===== src/mcrs_pkg.sv =====
// constants, register map and types of the measurement cycle readout sequencer
package mcrs_pkg;

  // clock and timing figures
  localparam int CLK_PERIOD_NS = 25; // 40 mhz system clock
  localparam int INT_PULSE_MIN_NS = 1800; // shortest end-of-conversion pulse
  localparam int INT_PULSE_NS = 2500; // nominal end-of-conversion pulse
  localparam int INT_PULSE_MAX_NS = 3200; // longest end-of-conversion pulse
  localparam int FIRST_READ_WINDOW_NS = 50000; // full range first read deadline
  localparam int FIRST_READ_WINDOW_SHORT_RANGE_NS = 70000; // short range first read deadline
  localparam int INT_PULSE_CYC = INT_PULSE_NS / CLK_PERIOD_NS;
  localparam int FIRST_READ_WINDOW_CYC = FIRST_READ_WINDOW_NS / CLK_PERIOD_NS;
  localparam int FIRST_READ_WINDOW_SHORT_RANGE_CYC = FIRST_READ_WINDOW_SHORT_RANGE_NS / CLK_PERIOD_NS;

  // widths
  localparam int ADDR_W = 8; // axi byte address width
  localparam int SAMPLE_W = 12; // two's complement sample width
  localparam int WIN_W = 12; // read window counter width
  localparam int PULSE_W = 8; // pulse counter width

  // register byte offsets
  localparam logic [7:0] OFF_CTRL = 8'h00;
  localparam logic [7:0] OFF_TRIG = 8'h04;
  localparam logic [7:0] OFF_STAT = 8'h08;
  localparam logic [7:0] OFF_MASK = 8'h0c;
  localparam logic [7:0] OFF_RES_BASE = 8'h10; // x, y, z, temperature at 0x10..0x1c

  // control fields
  localparam int CTRL_W = 5;
  localparam int CTRL_FAST = 0; // continuous conversion
  localparam int CTRL_TEMP_EN = 1; // temperature channel enable
  localparam int CTRL_Z_EN = 2; // z channel enable, clear gives x/y angular set
  localparam int CTRL_SHORT_RANGE = 3; // short range read windows
  localparam int CTRL_INT_EN = 4; // end-of-conversion pulse enable
  localparam logic [CTRL_W-1:0] CTRL_RST = 5'h16;

  // status and mask fields
  localparam int STAT_W = 2;
  localparam int STAT_DONE = 0; // a measurement cycle finished
  localparam int STAT_LATE = 1; // host missed the first read window
  localparam int TRIG_GO = 0; // software trigger bit

  // axi responses
  localparam logic [1:0] RESP_OKAY = 2'h0;
  localparam logic [1:0] RESP_SLVERR = 2'h2;

  // channel codes in conversion order
  localparam logic [1:0] CH_X = 2'h0; // field_x_channel
  localparam logic [1:0] CH_Y = 2'h1; // field_y_channel
  localparam logic [1:0] CH_Z = 2'h2; // field_z_channel
  localparam logic [1:0] CH_T = 2'h3; // temperature

  // sequencer states, gray along idle-conv-wait
  typedef enum logic [1:0] {
    SEQ_IDLE = 2'b00,
    SEQ_CONV = 2'b01,
    SEQ_WAIT = 2'b11
  } mcrs_seq_t;

endpackage


===== src/mcrs_mem_if.sv =====
// interface between the sequencer and its result store
`timescale 1ns/1ps
`default_nettype none
interface mcrs_mem_if;
  logic wr_en; // write strobe
  logic [1:0] wr_addr; // channel written
  logic [11:0] wr_data; // sample written
  logic [1:0] rd_addr; // channel read
  logic [11:0] rd_data; // registered read data
  modport store (input wr_en, input wr_addr, input wr_data, input rd_addr, output rd_data);
  modport user (output wr_en, output wr_addr, output wr_data, output rd_addr, input rd_data);
endinterface
`default_nettype wire


===== src/mcrs_result_mem.sv =====
// four-word result store with registered read data
`timescale 1ns/1ps
`default_nettype none
module mcrs_result_mem
  import mcrs_pkg::*;
(
  input wire logic aclk,
  input wire logic aresetn,
  mcrs_mem_if.store m
);

  // all state of the store
  typedef struct packed {
    logic [3:0][SAMPLE_W-1:0] word; // one sample per channel
    logic [SAMPLE_W-1:0] rd; // read data register
  } mcrs_mem_st_t;

  mcrs_mem_st_t s_reg;
  mcrs_mem_st_t s_next;

  // next state: write port and registered read
  always_comb
  begin
    s_next = s_reg;
    if (m.wr_en)
    begin
      s_next.word[m.wr_addr] = m.wr_data;
    end
    s_next.rd = s_reg.word[m.rd_addr];
  end

  // state register, cleared by synchronous reset
  always_ff @(posedge aclk)
  begin
    if (!aresetn)
    begin
      s_reg <= '0;
    end
    else
    begin
      s_reg <= s_next;
    end
  end

  assign m.rd_data = s_reg.rd;

endmodule
`default_nettype wire


===== src/mcrs_seq.sv =====
// measurement cycle sequencer with end-of-conversion pulse and axi4-lite registers
//
// Contract
// [RULE1] end-of-conversion pulse low about 2.5 us
// [RULE2] host reads first value 30-50 us, full range
// [RULE3] host reads first value 42-70 us, short range
// [RULE4] host reads next value 32-54 us, full range
// [RULE5] host reads next value 44-74 us, short range
// [RULE6] host bus clock at most 1000 khz; the bench host model clocks at a 200 ns period, 5000 khz
// [RULE7] fast mode restarts cycle immediately
// [RULE8] other modes start cycle only on trigger
// [RULE9] four-channel set ends after temperature
// [RULE10] three-axis set skips temperature, ends after z
// [RULE11] x/y set skips z, temperature, ends after y
// [RULE12] fast mode host stays synchronised, fast bits
// [RULE13] fast mode host uses 800 khz, interrupt; the bench host model keeps 5000 khz in every mode
// [RULE14] samples are 12-bit two's complement
// [RULE15] temperature enabled after reset, may be disabled
// [RULE16] conversion order x, y, z, temperature
// [RULE17] pulse only when enabled, once per cycle
`timescale 1ns/1ps
`default_nettype none
module mcrs_seq
  import mcrs_pkg::*;
#(
  parameter int INT_CYC = INT_PULSE_CYC,
  parameter int WIN_CYC = FIRST_READ_WINDOW_CYC,
  parameter int WIN_SR_CYC = FIRST_READ_WINDOW_SHORT_RANGE_CYC
)
(
  input wire logic aclk,
  input wire logic aresetn,
  input wire logic [ADDR_W-1:0] s_axi_awaddr,
  input wire logic s_axi_awvalid,
  output logic s_axi_awready,
  input wire logic [31:0] s_axi_wdata,
  input wire logic [3:0] s_axi_wstrb,
  input wire logic s_axi_wvalid,
  output logic s_axi_wready,
  output logic [1:0] s_axi_bresp,
  output logic s_axi_bvalid,
  input wire logic s_axi_bready,
  input wire logic [ADDR_W-1:0] s_axi_araddr,
  input wire logic s_axi_arvalid,
  output logic s_axi_arready,
  output logic [31:0] s_axi_rdata,
  output logic [1:0] s_axi_rresp,
  output logic s_axi_rvalid,
  input wire logic s_axi_rready,
  input wire logic ext_trig,
  input wire logic link_clk,
  output logic conv_req,
  output logic [1:0] conv_chan,
  input wire logic conv_done,
  input wire logic [SAMPLE_W-1:0] conv_data,
  output logic int_n,
  output logic irq
);

  // refuse counts the counters cannot hold
  generate
    if (INT_CYC < 1 || INT_CYC > 255 || WIN_CYC < 1 || WIN_CYC > 4095 || WIN_SR_CYC < 1 || WIN_SR_CYC > 4095)
    begin : g_bad_param
      $error("mcrs_seq: timing parameter out of range");
    end
  endgenerate

  // all state of the block except the result store and the low_len helper
  typedef struct packed {
    mcrs_seq_t seq; // sequencer state
    logic [1:0] chan; // channel under conversion
    logic conv_req; // conversion request pulse
    logic [1:0] conv_chan; // channel requested
    logic int_n; // end-of-conversion output
    logic [PULSE_W-1:0] int_cnt; // remaining low cycles
    logic win_arm; // first read window running
    logic [WIN_W-1:0] win_cnt; // remaining window cycles
    logic trig_s1; // trigger synchroniser, first stage
    logic trig_s2; // trigger synchroniser, second stage
    logic trig_d; // trigger edge history
    logic link_s1; // link clock synchroniser, first stage
    logic link_s2; // link clock synchroniser, second stage
    logic link_d; // link clock edge history
    logic [CTRL_W-1:0] ctrl; // control register
    logic [STAT_W-1:0] stat; // sticky status
    logic [STAT_W-1:0] mask; // interrupt mask
    logic irq; // interrupt level
    logic awready; // write address taken
    logic wready; // write data taken
    logic bvalid; // write response valid
    logic [1:0] bresp; // write response code
    logic arready; // read address taken
    logic pend; // read data being fetched
    logic rsel_mem; // read targets the result store
    logic rvalid; // read data valid
    logic [1:0] rresp; // read response code
    logic [31:0] rdata; // read data
  } mcrs_state_t;

  mcrs_state_t r_reg;
  mcrs_state_t r_next;
  mcrs_mem_if mem ();

  // next channel after the current one: {last, next}
  function automatic logic [2:0] next_chan(input logic [1:0] ch, input logic z_en, input logic t_en);
    logic [2:0] res;
    res = {1'b1, CH_X};
    case (ch)
      CH_X: res = {1'b0, CH_Y};
      CH_Y: res = z_en ? {1'b0, CH_Z} : {1'b1, CH_X}; // RULE11
      CH_Z: res = t_en ? {1'b0, CH_T} : {1'b1, CH_X}; // RULE10
      CH_T: res = {1'b1, CH_X}; // RULE9
      default: res = {1'b1, CH_X};
    endcase
    return res;
  endfunction

  // true for an aligned word address of the result store
  function automatic logic is_result(input logic [ADDR_W-1:0] a);
    return a[7:4] == OFF_RES_BASE[7:4] && a[1:0] == 2'h0;
  endfunction

  logic trig_evt; // hardware or software trigger
  logic sw_trig; // software trigger write
  logic seq_last; // current channel closes the cycle
  logic seq_end; // cycle completes in this cycle
  logic [2:0] nc; // next channel decode
  logic [STAT_W-1:0] ev; // events of this cycle

  // combinational next state
  always_comb
  begin
    r_next = r_reg;
    r_next.awready = 1'b0;
    r_next.wready = 1'b0;
    r_next.arready = 1'b0;
    r_next.conv_req = 1'b0;
    ev = '0;
    // synchronisers for the pin inputs
    r_next.trig_s1 = ext_trig;
    r_next.trig_s2 = r_reg.trig_s1;
    r_next.trig_d = r_reg.trig_s2;
    r_next.link_s1 = link_clk;
    r_next.link_s2 = r_reg.link_s1;
    r_next.link_d = r_reg.link_s2;
    sw_trig = r_reg.awready && s_axi_awaddr == OFF_TRIG && s_axi_wstrb[0] && s_axi_wdata[TRIG_GO];
    trig_evt = (r_reg.trig_s2 && !r_reg.trig_d) || sw_trig;
    nc = next_chan(r_reg.chan, r_reg.ctrl[CTRL_Z_EN], r_reg.ctrl[CTRL_TEMP_EN]);
    seq_last = nc[2];
    seq_end = r_reg.seq == SEQ_WAIT && conv_done && seq_last;
    mem.wr_en = 1'b0;
    mem.wr_addr = r_reg.chan;
    mem.wr_data = conv_data; // RULE14
    mem.rd_addr = s_axi_araddr[3:2];
    // write channel: address and data taken together
    if (!r_reg.awready && !r_reg.bvalid && s_axi_awvalid && s_axi_wvalid)
    begin
      r_next.awready = 1'b1;
      r_next.wready = 1'b1;
    end
    if (r_reg.awready)
    begin
      r_next.bvalid = 1'b1;
      r_next.bresp = RESP_OKAY;
      case (s_axi_awaddr)
        OFF_CTRL: if (s_axi_wstrb[0]) r_next.ctrl = s_axi_wdata[CTRL_W-1:0];
        OFF_MASK: if (s_axi_wstrb[0]) r_next.mask = s_axi_wdata[STAT_W-1:0];
        OFF_TRIG: r_next.bresp = RESP_OKAY;
        default: r_next.bresp = RESP_SLVERR;
      endcase
    end
    if (r_reg.bvalid && s_axi_bready)
    begin
      r_next.bvalid = 1'b0;
    end
    // read channel: register mux now, result store one cycle later
    if (!r_reg.arready && !r_reg.pend && !r_reg.rvalid && s_axi_arvalid)
    begin
      r_next.arready = 1'b1;
    end
    if (r_reg.arready)
    begin
      r_next.pend = 1'b1;
      r_next.rsel_mem = is_result(s_axi_araddr);
      r_next.rresp = RESP_OKAY;
      r_next.rdata = '0;
      case (s_axi_araddr)
        OFF_CTRL: r_next.rdata[CTRL_W-1:0] = r_reg.ctrl;
        OFF_TRIG: r_next.rdata[8] = r_reg.seq != SEQ_IDLE;
        OFF_STAT:
        begin
          r_next.rdata[STAT_W-1:0] = r_reg.stat;
          r_next.stat = '0; // read clears, events below still win
        end
        OFF_MASK: r_next.rdata[STAT_W-1:0] = r_reg.mask;
        default: if (!is_result(s_axi_araddr)) r_next.rresp = RESP_SLVERR;
      endcase
    end
    if (r_reg.pend)
    begin
      r_next.pend = 1'b0;
      r_next.rvalid = 1'b1;
      if (r_reg.rsel_mem)
      begin
        r_next.rdata = {{(32-SAMPLE_W){mem.rd_data[SAMPLE_W-1]}}, mem.rd_data}; // RULE14
      end
    end
    if (r_reg.rvalid && s_axi_rready)
    begin
      r_next.rvalid = 1'b0;
    end
    // end-of-conversion pulse timing, then arm the first read window
    if (!r_reg.int_n)
    begin
      if (r_reg.int_cnt == '0)
      begin
        r_next.int_n = 1'b1; // RULE1
        r_next.win_arm = 1'b1;
        r_next.win_cnt = r_reg.ctrl[CTRL_SHORT_RANGE] ? WIN_W'(WIN_SR_CYC - 1) : WIN_W'(WIN_CYC - 1);
      end
      else
      begin
        r_next.int_cnt = r_reg.int_cnt - 1'b1;
      end
    end
    // first read window: any link clock rise counts as the host reading
    if (r_reg.win_arm)
    begin
      if (r_reg.link_s2 && !r_reg.link_d)
      begin
        r_next.win_arm = 1'b0;
      end
      else if (r_reg.win_cnt == '0)
      begin
        r_next.win_arm = 1'b0;
        ev[STAT_LATE] = 1'b1;
      end
      else
      begin
        r_next.win_cnt = r_reg.win_cnt - 1'b1;
      end
    end
    // conversion sequencer
    case (r_reg.seq)
      SEQ_IDLE:
      begin
        if (r_reg.ctrl[CTRL_FAST] || trig_evt) // RULE8
        begin
          r_next.seq = SEQ_CONV;
          r_next.chan = CH_X; // RULE16
        end
      end
      SEQ_CONV:
      begin
        r_next.conv_req = 1'b1;
        r_next.conv_chan = r_reg.chan;
        r_next.seq = SEQ_WAIT;
      end
      SEQ_WAIT:
      begin
        if (conv_done)
        begin
          mem.wr_en = 1'b1;
          r_next.chan = nc[1:0]; // RULE16
          if (seq_last)
          begin
            ev[STAT_DONE] = 1'b1;
            r_next.seq = r_reg.ctrl[CTRL_FAST] ? SEQ_CONV : SEQ_IDLE; // RULE7
            if (r_reg.ctrl[CTRL_INT_EN]) // RULE17
            begin
              r_next.int_n = 1'b0; // RULE1
              r_next.int_cnt = PULSE_W'(INT_CYC - 1);
              r_next.win_arm = 1'b0;
            end
          end
          else
          begin
            r_next.seq = SEQ_CONV;
          end
        end
      end
      default: r_next.seq = SEQ_IDLE;
    endcase
    r_next.stat = r_next.stat | ev;
    r_next.irq = |(r_next.stat & r_next.mask);
  end

  // state register with synchronous reset
  always_ff @(posedge aclk)
  begin
    if (!aresetn)
    begin
      r_reg <= '0;
      r_reg.seq <= SEQ_IDLE;
      r_reg.int_n <= 1'b1;
      r_reg.ctrl <= CTRL_RST; // RULE15
      // link clock idles high, so its history starts high and no false rise follows reset
      r_reg.link_s1 <= 1'b1;
      r_reg.link_s2 <= 1'b1;
      r_reg.link_d <= 1'b1;
    end
    else
    begin
      r_reg <= r_next;
    end
  end

  // result store
  mcrs_result_mem u_mem (
    .aclk(aclk),
    .aresetn(aresetn),
    .m(mem)
  );

  // outputs straight from the state register
  assign s_axi_awready = r_reg.awready;
  assign s_axi_wready = r_reg.wready;
  assign s_axi_bvalid = r_reg.bvalid;
  assign s_axi_bresp = r_reg.bresp;
  assign s_axi_arready = r_reg.arready;
  assign s_axi_rvalid = r_reg.rvalid;
  assign s_axi_rresp = r_reg.rresp;
  assign s_axi_rdata = r_reg.rdata;
  assign conv_req = r_reg.conv_req;
  assign conv_chan = r_reg.conv_chan;
  assign int_n = r_reg.int_n;
  assign irq = r_reg.irq;

  // helper: length of the current low pulse
  logic [PULSE_W-1:0] low_len;
  always_ff @(posedge aclk)
  begin
    if (!aresetn || int_n)
    begin
      low_len <= '0;
    end
    else
    begin
      low_len <= low_len + 1'b1;
    end
  end
endmodule
`default_nettype wire


===== config.mk =====
export PLATFORM = sky130hd
export DESIGN_NAME = mcrs_seq
export DESIGN_NICKNAME = d
export VERILOG_FILES = /design/src/mcrs_pkg.sv /design/src/mcrs_mem_if.sv /design/src/mcrs_result_mem.sv /design/src/mcrs_seq.sv
export SDC_FILE = /design/constraint.sdc
export NUM_CORES = 1
export LEC_CHECK = 0
export BUFFER_PORTS_ARGS = -buffer_cell sky130_fd_sc_hd__buf_4
export CORE_MARGIN = 2
export CORE_UTILIZATION = 50
export CTS_BUF_LIST = sky130_fd_sc_hd__clkbuf_4 sky130_fd_sc_hd__clkbuf_8
export DETAILED_ROUTE_END_ITERATION = 8
export HOLD_SLACK_MARGIN = 0.02
export PLACE_DENSITY = 0.74
export SLEW_MARGIN = 20
export SYNTH_ARGS = -nofsm -noshare
export SYNTH_HDL_FRONTEND = slang
export SYNTH_SLANG_ARGS = --single-unit
export TNS_END_PERCENT = 1

===== constraint.sdc =====
create_clock -name aclk -period 2.4 [get_ports aclk]
set_input_delay 0.24 -clock aclk [delete_from_list [all_inputs] [get_ports aclk]]
set_output_delay 0.24 -clock aclk [all_outputs]
set_load 0.005 [all_outputs]

==> results.ini, run 1 <==
[setup_path]
path_buf_inv=1
worstPathRequired_ns=2.73
start_kind=flop
cp-end-kind=flop
arrival_ns=2.56
path_cells=inv_1 -> ha_1 -> or4b_2 -> nor4_4 -> nor2_2 -> o311a_1
path_class=flop to flop
critPathMaxFanout=13
slowest_delay_ns=0.66
path_delay_family=simple AND/OR/NAND/NOR gates
crit_slowest_cell=or4b_2

[logic_synthesis]
synthFlopType=dfxtp_1
ys_top_cells_by_area=dfxtp_1 (48%), mux2i_1 (6.1%), nand2_1 (6.0%)
synth_common_cells=dfxtp_1 (145), nand2_1 (97), nor2_1 (66), a21oi_1 (63), buf_4 (39)
synth-edff-count=0
synth_top_area_share=0.482
yosys_warnings=0
ys_seq_area_frac=0.482
postSynthAreaPerCell_um2=9.00
ys_async_sr_fraction=0
synth_area_leader_cell=dfxtp_1
syn-instance-count=670
yosysMostFrequentCell=dfxtp_1
synth-seq-cells=145
synth.cell_area_um2=6030
synth.distinct_cells=52

[clocking]
numCtsBuffers=17
htreeDepth=4
clock_latency_ns=0.45
cts.clk_slew.worst_paths_ns=0.07
cts.path.max_buffers=2
cts_tree=done
cts-root-buf=clkbuf_8
numClockSinks=145

[floorplanning]
num_io_pins=120
rows=40
start_util=0.506
coreArea_um2=11900
die-height_um=114
dieWidth_um=114
dieArea_um2=12900

[finish]
area_growth_pct=16.8
diodes=0
post-route-util=0.591
num-fill-cells=1033
fin_nets=792
drive_gt1_frac=0.213
largest_reg_flops=48

[route]
num_vias=4713
drtAntennaViolNets=0
drc=0
drt_wl_total_mm=13.5
wl_per_cell_um=15.4
drt_iter0_drc=327
firstDrtPassIters=4
viasPerCell=5.38

[global_routing]
grt_max_degree=67
antenna_found_initial=0
grt_pass1_vias=4646
overflow=0
grt_pass1_wl_mm=22.0
track_usage=0.216

[sta]
grt_setup_unrepaired=no
drv_slew=0
setup_viol=0
setup_ws_ns=0.166
fin_skew_ns=0.0114
worstMarginPinSlew_ns=0.763
finalCritPeriodShare=0.931
hold_viol_final=0
finalCriticalPeriod_ns=2.23
fmaxAchievable_mhz=448
tns_ns=0
maxSlewHeadroom=0.491

[placement]
port_buffers=87
place_ws_ns=0.136
gp_congestion=0.776
dpl.hpwl_mm=9.08

[pwr]
finalPower_mw=4.75
power.leakage_nw=2.81
vdd_ir_drop_max_uv=462
p_per_area_nw_per_um2=675

[worst_hold_path]
min_path_type=input port to flop

[flow_run]
max-cap-violations=0

[run_status]
status=complete, no violations

==> area by class of cell <==
class,instances,area [µm²],share of cell area
flip-flops and latches,145,2900,0.412
multi-input cells,434,2640,0.374
repair buffers,106,831,0.118
clock buffers,24,318,0.0451
well taps,147,184,0.0261
clock inverters,8,125,0.0178
inverters,12,45.0,0.00640
==> power breakdown <==
group	leakage [nW]	total (mW)	switching, mW	internal (mW)
sequential	1.17	2.44	0.0180	2.42
combinational	1.42	0.245	0.132	0.113
clock	0.226	2.06	0.874	1.19
==> kinds of logic (layout without fill, tap and decap cells) <==
group                      count (synthesis)  count (layout)  synth area share
buffers and inverters                     92             150            0.0839
and+or+nand+nor                          258             258             0.202
xor gates and xnor gates                   5               5           0.00727
DFF                                      145             145             0.482
other                                      1               2          0.000622
adders and majority gates                  2               2           0.00415
AOI/OAI and AO/OA                        118             118             0.114
muxes                                     49              49             0.106
==> final timing paths <==
kind	startpoint	to	slack, ns	cells after the start
max	r_reg[59]	r_reg[60]	0.17	6
min	s_axi_wvalid	s_axi_awready	0.04	3
max reg2reg	r_reg[59]	r_reg[60]	0.17	6
min reg2reg	r_next[54]	r_next[53]	0.41	1
==> routing by layer <==
layer  routed length [µm]  track usage
met4                  223       0.0797
met5                    0            0
met2                 6840        0.380
met1                 5800        0.255
met3                  606       0.0558
==> worst min-delay path, cell delays in order <==
cell and delay [ns]:
buf_4 0.08, nand3_1 0.06, nor2_1 0.07
==> cells in the final DEF (no fill, tap or decap), types with 12 or more instances in the layout <==
| cell | Yosys | layout |
|---|---|---|
| nor3_1 | 17 | 16 |
| and2_1 | 18 | 18 |
| nand2_1 | 97 | 97 |
| mux2i_1 | 37 | 37 |
| nor2_1 | 66 | 64 |
| a21oi_1 | 63 | 63 |
| buf_4 | 39 | 96 |
| mux4_2 | 12 | 12 |
| clkbuf_8 | 0 | 22 |
| dfxtp_1 | 145 | 145 |
| nand3_1 | 19 | 19 |
| o21ai_0 | 15 | 15 |
==> stage by stage <==
stage,instances,hold slack [ns],instance area [µm²]
detailed placement,835,0.391,6500
floorplan,671,0.332,6030
CTS,876,0.0226,7030
finish,876,0.0431,7040
global route,876,0.0380,7040
global placement,835,0.392,6500
==> repair_timing <==
item | CTS | global route
gates resized for setup | 0 | 2
endpoints found under the hold margin | 9 | 0
endpoints found under the setup margin | 0 | 6
setup buffers | 0 | 0
hold buffers | 9 | 0
Power figures use the tool's default switching activity.
==> run 2: changes to the inputs <==
--- a/config.mk
+++ b/config.mk
@@ -12,6 +12,7 @@
 export DETAILED_ROUTE_END_ITERATION = 8
 export HOLD_SLACK_MARGIN = 0.02
 export PLACE_DENSITY = 0.74
+export REMOVE_ABC_BUFFERS = 1
 export SLEW_MARGIN = 20
 export SYNTH_ARGS = -nofsm -noshare
 export SYNTH_HDL_FRONTEND = slang
==> results.ini, run 2 (same netlist as run 1, synthesis figures left out) <==
[route]
drt_iter0_drc=272  ; was 327
drt_wl_total_mm=13.2  ; was 13.5 mm
drtAntennaViolNets=0  ; unchanged
drc=0  ; unchanged
viasPerCell=5.38  ; about the same
wl_per_cell_um=15.0  ; was 15.4 µm
firstDrtPassIters=4  ; unchanged
num_vias=4728  ; was 4713

[setup_path]
regToRegStartpoint=r_reg[59]  ; unchanged
start_kind=flop  ; unchanged
crit_slowest_cell=or4b_2  ; unchanged
slowest_delay_ns=0.66  ; about the same
path_buf_inv=1  ; unchanged
path_delay_family=simple AND/OR/NAND/NOR gates  ; unchanged
arrival_ns=2.57  ; was 2.56 ns
cp-end-kind=flop  ; unchanged
timing.rr.end=r_reg[60]  ; unchanged
worstPathRequired_ns=2.74  ; was 2.73 ns
ff2ff_path_depth=6  ; unchanged
path_class=flop to flop  ; unchanged
crit_start=r_reg[59]  ; unchanged
cp-endpoint=r_reg[60]  ; unchanged
crit_cells=6  ; unchanged
path_cells=inv_1 -> ha_1 -> or4b_2 -> nor4_4 -> nor2_1 -> o311a_1  ; was inv_1 -> ha_1 -> or4b_2 -> nor4_4 -> nor2_2 -> o311a_1
rrSetupSlack_ns=0.17  ; about the same
critPathMaxFanout=13  ; unchanged

[sta]
finalCriticalPeriod_ns=2.23  ; about the same
drv_slew=0  ; unchanged
grt_setup_unrepaired=no  ; unchanged
worstMarginPinSlew_ns=0.869  ; was 0.763 ns
finalCritPeriodShare=0.929  ; was 0.931
fmaxAchievable_mhz=448  ; about the same
hold_viol_final=0  ; unchanged
maxSlewHeadroom=0.418  ; was 0.491
holdWs_ns=0.0521  ; was 0.0431 ns
setup_viol=0  ; unchanged
fin_skew_ns=0.00947  ; was 0.0114 ns

[clocking]
cts_setup_buffers=0  ; unchanged
postCtsHoldBufs=10  ; was 9
post_cts_resized=0  ; unchanged
clock_latency_ns=0.45  ; about the same
cts.clk_slew.worst_paths_ns=0.08  ; was 0.07 ns
cts_tree=done  ; unchanged
cts.path.max_buffers=2  ; unchanged
numClockSinks=145  ; unchanged
cts-root-buf=clkbuf_8  ; unchanged
numCtsBuffers=17  ; unchanged
htreeDepth=4  ; unchanged

[placement]
placed_cells=836  ; was 835
port_buffers=87  ; unchanged
gp_congestion=0.896  ; was 0.776
placed_area_um2=6510  ; was 6500 µm²
dpl.hpwl_mm=8.87  ; was 9.08 mm

[finish]
design_area_um2=6990  ; was 7040 µm²
fin_nets=794  ; was 792
final_cell_count_no_fill=878  ; was 876
diodes=0  ; unchanged
drive_gt1_frac=0.211  ; was 0.213
largest_reg_flops=48  ; unchanged
final_common_cell=dfxtp_1  ; unchanged
final_cell_mix=dfxtp_1 (145), nand2_1 (97), buf_4 (97)  ; was dfxtp_1 (145), nand2_1 (97), buf_4 (96)
area_growth_pct=15.9  ; was 16.8%

[pwr]
finalPower_mw=4.48  ; was 4.75 mW
power.leakage_nw=2.78  ; was 2.81 nW
p_per_area_nw_per_um2=641  ; was 675 nW/µm²
vdd_ir_drop_max_uv=426  ; was 462 µV

[global_routing]
antenna_found_initial=0  ; unchanged
grt_pass1_vias=4551  ; was 4646
grt_pass1_wl_mm=21.8  ; was 22.0 mm
overflow=0  ; unchanged
track_usage=0.212  ; was 0.216
grt_max_degree=67  ; unchanged

[floorplanning]
dieArea_um2=12900  ; unchanged
coreArea_um2=11900  ; unchanged
num_io_pins=120  ; unchanged
rows=40  ; unchanged
start_util=0.506  ; unchanged
die-height_um=114  ; unchanged
dieWidth_um=114  ; unchanged

[flow_run]
max-cap-violations=0  ; unchanged

[worst_hold_path]
min_path_type=input port to flop  ; unchanged

[run_status]
status=complete, no violations  ; unchanged

## run 2: power breakdown
group	switching [mW]	total (mW)	internal (mW)
combinational	0.132	0.246	0.114
clock	0.876	1.79	0.913
sequential	0.0169	2.44	2.42
## run 2: worst min-delay path by stage
stage	start	to	cells past startpoint
2_1_floorplan	aresetn	r_reg[49]	1
3_3_place_gp	r_next[54]	r_next[53]	1
3_5_place_dp	r_next[54]	r_next[53]	1
4_1_cts	s_axi_arvalid	s_axi_arready	3
5_1_grt	s_axi_wvalid	s_axi_awready	3
6_report	s_axi_wdata[0]	r_reg[48]	3
## run 2: final cells by class
| type | instances | area (µm²) |
|---|---|---|
| clock buffer | 22 | 290 |
| clock inverter | 10 | 85.1 |
| multi-input combinational | 434 | 2630 |
| fill | 1050 | 4930 |
| inverter | 12 | 45.0 |
| sequential | 145 | 2900 |
| tap | 147 | 184 |
| timing repair buffer | 108 | 848 |
## run 2: per-layer routing
layer | share of wire | track usage | wire, µm | vias to the layer above
met5 | 0 | 0 | 0 | -
met3 | 0.050 | 0.0499 | 667 | 19
li1 | - | - | - | 2359
met4 | 0.015 | 0.0935 | 199 | 0
met1 | 0.44 | 0.257 | 5790 | 2228
met2 | 0.50 | 0.361 | 6550 | 122
## run 2: through the flow
stage | utilization | TNS, ns | worst slack [ns]
after floorplan | - | -0.0338 | -0.0147
after global placement | 0.546 | 0 | 0.197
after detailed placement | 0.547 | 0 | 0.175
after CTS | 0.586 | 0 | 0.163
after global routing | 0.586 | 0 | 0.0197
final | 0.586 | 0 | 0.170
## run 2: worst reg2reg max path: cells and delay by family, from the launching register on
family | cells | cell delay (ns)
AOI/OAI and AO/OA | 1 | 0.39
adders and majority gates | 1 | 0.20
and+or+nand+nor | 3 | 1.12
buffers and inverters | 1 | 0.07
DFF | 1 | 0.35
==> run 3: changes to the inputs <==
--- a/config.mk
+++ b/config.mk
@@ -7,11 +7,11 @@
 export LEC_CHECK = 0
 export BUFFER_PORTS_ARGS = -buffer_cell sky130_fd_sc_hd__buf_4
 export CORE_MARGIN = 2
-export CORE_UTILIZATION = 50
-export CTS_BUF_LIST = sky130_fd_sc_hd__clkbuf_4 sky130_fd_sc_hd__clkbuf_8
+export CORE_UTILIZATION = 40
+export CTS_BUF_LIST = sky130_fd_sc_hd__clkbuf_16
 export DETAILED_ROUTE_END_ITERATION = 8
 export HOLD_SLACK_MARGIN = 0.02
-export PLACE_DENSITY = 0.74
+export PLACE_DENSITY = 0.61
 export REMOVE_ABC_BUFFERS = 1
 export SLEW_MARGIN = 20
 export SYNTH_ARGS = -nofsm -noshare
==> results.ini, run 3 (same netlist as run 1, synthesis figures left out) <==
[worst_hold_path]
hold_path_depth=3  ; unchanged
hp-start=s_axi_wdata[1]  ; was s_axi_wdata[0]
min_path_type=input port to flop  ; unchanged
min_to=r_reg[49]  ; was r_reg[48]

[pwr]
p_per_area_nw_per_um2=760  ; was 641 nW/µm²
vdd_ir_drop_max_uv=487  ; was 426 µV
power.leakage_nw=2.89  ; was 2.78 nW

[finish]
final_cell_count_no_fill=911  ; was 878
fin_nets=790  ; was 794
design_area_um2=7280  ; was 6990 µm²
area_growth_pct=20.7  ; was 15.9%
final_cell_mix=dfxtp_1 (145), nand2_1 (97), buf_4 (95)  ; was dfxtp_1 (145), nand2_1 (97), buf_4 (97)
multi_input_area_um2=2640  ; was 2630 µm²
post-route-util=0.497  ; was 0.586
num-fill-cells=1369  ; was 1050
seqCellArea_um2=2900  ; unchanged
diodes=0  ; unchanged
largest_reg_flops=48  ; unchanged
final_common_cell=dfxtp_1  ; unchanged
drive_gt1_frac=0.209  ; was 0.211

[sta]
worstMarginPinSlew_ns=0.796  ; was 0.869 ns
fmaxAchievable_mhz=435  ; was 448 MHz
maxSlewHeadroom=0.469  ; was 0.418
grt_setup_unrepaired=yes  ; was no
holdWs_ns=0.0518  ; was 0.0521 ns
setup_viol=0  ; unchanged
fin_skew_ns=0.00640  ; was 0.00947 ns
hold_viol_final=0  ; unchanged
finalCritPeriodShare=0.959  ; was 0.929
setup_ws_ns=0.0995  ; was 0.170 ns
finalCriticalPeriod_ns=2.30  ; was 2.23 ns
drv_slew=0  ; unchanged

[placement]
dpl.hpwl_mm=9.34  ; was 8.87 mm
gp_congestion=0.824  ; was 0.896
placed_cells=872  ; was 836
place_ws_ns=0.0600  ; was 0.175 ns
placed_area_um2=6560  ; was 6510 µm²
port_buffers=87  ; unchanged

[setup_path]
arrival_ns=2.60  ; was 2.57 ns
slowest_delay_ns=0.68  ; was 0.66 ns
crit_slowest_cell=or4b_2  ; unchanged
worstPathRequired_ns=2.70  ; was 2.74 ns
path_class=flop to flop  ; unchanged
ff2ff_path_depth=6  ; unchanged
regToRegStartpoint=r_reg[59]  ; unchanged
timing.rr.end=r_reg[60]  ; unchanged
rrSetupSlack_ns=0.1  ; was 0.17 ns
path_cells=inv_1 -> ha_1 -> or4b_2 -> nor4_4 -> nor2_2 -> o311a_1  ; was inv_1 -> ha_1 -> or4b_2 -> nor4_4 -> nor2_1 -> o311a_1
cp-end-kind=flop  ; unchanged
critPathMaxFanout=13  ; unchanged
start_kind=flop  ; unchanged

[flow_run]
max-cap-violations=0  ; unchanged

[floorplanning]
coreArea_um2=14600  ; was 11900 µm²
start_util=0.412  ; was 0.506
rows=44  ; was 40
die-height_um=127  ; was 114 µm
num_io_pins=120  ; unchanged
dieArea_um2=16100  ; was 12900 µm²
dieWidth_um=127  ; was 114 µm

[route]
wl_met2_mm=6.87  ; was 6.55 mm
viasPerCell=5.20  ; was 5.38
drt_iter0_drc=312  ; was 272
wl_met1_mm=6.20  ; was 5.79 mm
dr.max_layer_used=met4  ; unchanged
drtAntennaViolNets=0  ; unchanged
route.met3.wl_um=610  ; was 667 µm
drc=0  ; unchanged
drt_wl_total_mm=13.9  ; was 13.2 mm
num_vias=4735  ; was 4728
firstDrtPassIters=5  ; was 4
wl_per_cell_um=15.3  ; was 15.0 µm

[global_routing]
overflow=0  ; unchanged
track_usage=0.178  ; was 0.212
grt_pass1_vias=4566  ; was 4551
antenna_found_initial=0  ; unchanged
grt_max_degree=48  ; was 67
grt_pass1_wl_mm=22.6  ; was 21.8 mm

[clocking]
clock_latency_ns=0.42  ; was 0.45 ns
numCtsBuffers=17  ; unchanged
cts.path.max_buffers=2  ; unchanged
numClockSinks=145  ; unchanged
cts_tree=done  ; unchanged
htreeDepth=4  ; unchanged
cts-root-buf=clkbuf_16  ; was clkbuf_8
cts.clk_slew.worst_paths_ns=0.06  ; was 0.08 ns
cts_setup_buffers=0  ; unchanged

[run_status]
status=complete, no violations  ; unchanged

[run 3: routing by layer]
metal  vias to the layer above  track usage
met5                         -            0
met4                         0       0.0705
met3                        17       0.0418
met2                       122        0.303
met1                      2239        0.218
li1                       2357            -
[run 3: what timing repair did]
item                                   CTS  global route
setup endpoints to repair                0             7
hold buffers                             7             0
endpoints found under the hold margin    7             0
gates resized for setup                  0             2
[run 3: area by class of cell]
| type | instances | area share |
|---|---|---|
| clock buffer | 17 | 0.0585 |
| inverter | 12 | 0.00619 |
| sequential | 145 | 0.399 |
| clock inverter | 15 | 0.0294 |
| timing repair buffer | 104 | 0.113 |
| tap | 184 | 0.0316 |
| multi-input combinational | 434 | 0.362 |
[run 3: metrics by stage]
| stage | power (mW) | setup TNS [ns] |
|---|---|---|
| 5_1_grt | 5.72 | -0.0411 |
| 6_report | 5.53 | 0 |
| 2_1_floorplan | 2.59 | -0.0338 |
| 3_3_place_gp | 2.73 | 0 |
| 4_1_cts | 5.62 | 0 |
| 3_5_place_dp | 2.74 | 0 |
[run 3: power by group]
part | switching [mW] | internal, mW | total, mW
combinational | 0.132 | 0.113 | 0.245
sequential | 0.0175 | 2.43 | 2.45
clock | 1.01 | 1.84 | 2.84
[run 3: worst max path at each step]
stage                   start   endpoint  slack, ns
floorplan             aresetn  r_reg[68]      -0.01
global placement    r_reg[59]  r_reg[60]       0.12
detailed placement  r_reg[59]  r_reg[60]       0.06
CTS                 r_reg[59]  r_reg[60]       0.05
global route        r_reg[59]  r_reg[67]      -0.02
finish              r_reg[59]  r_reg[60]        0.1
[run 3: critical path: cells and delay by family (launching register included)]
family / cells / cell delay (ns)
AOI/OAI and AO/OA: 1 / 0.37
adders and majority gates: 1 / 0.19
buffers and inverters: 1 / 0.07
DFF: 1 / 0.34
and+or+nand+nor: 3 / 1.21
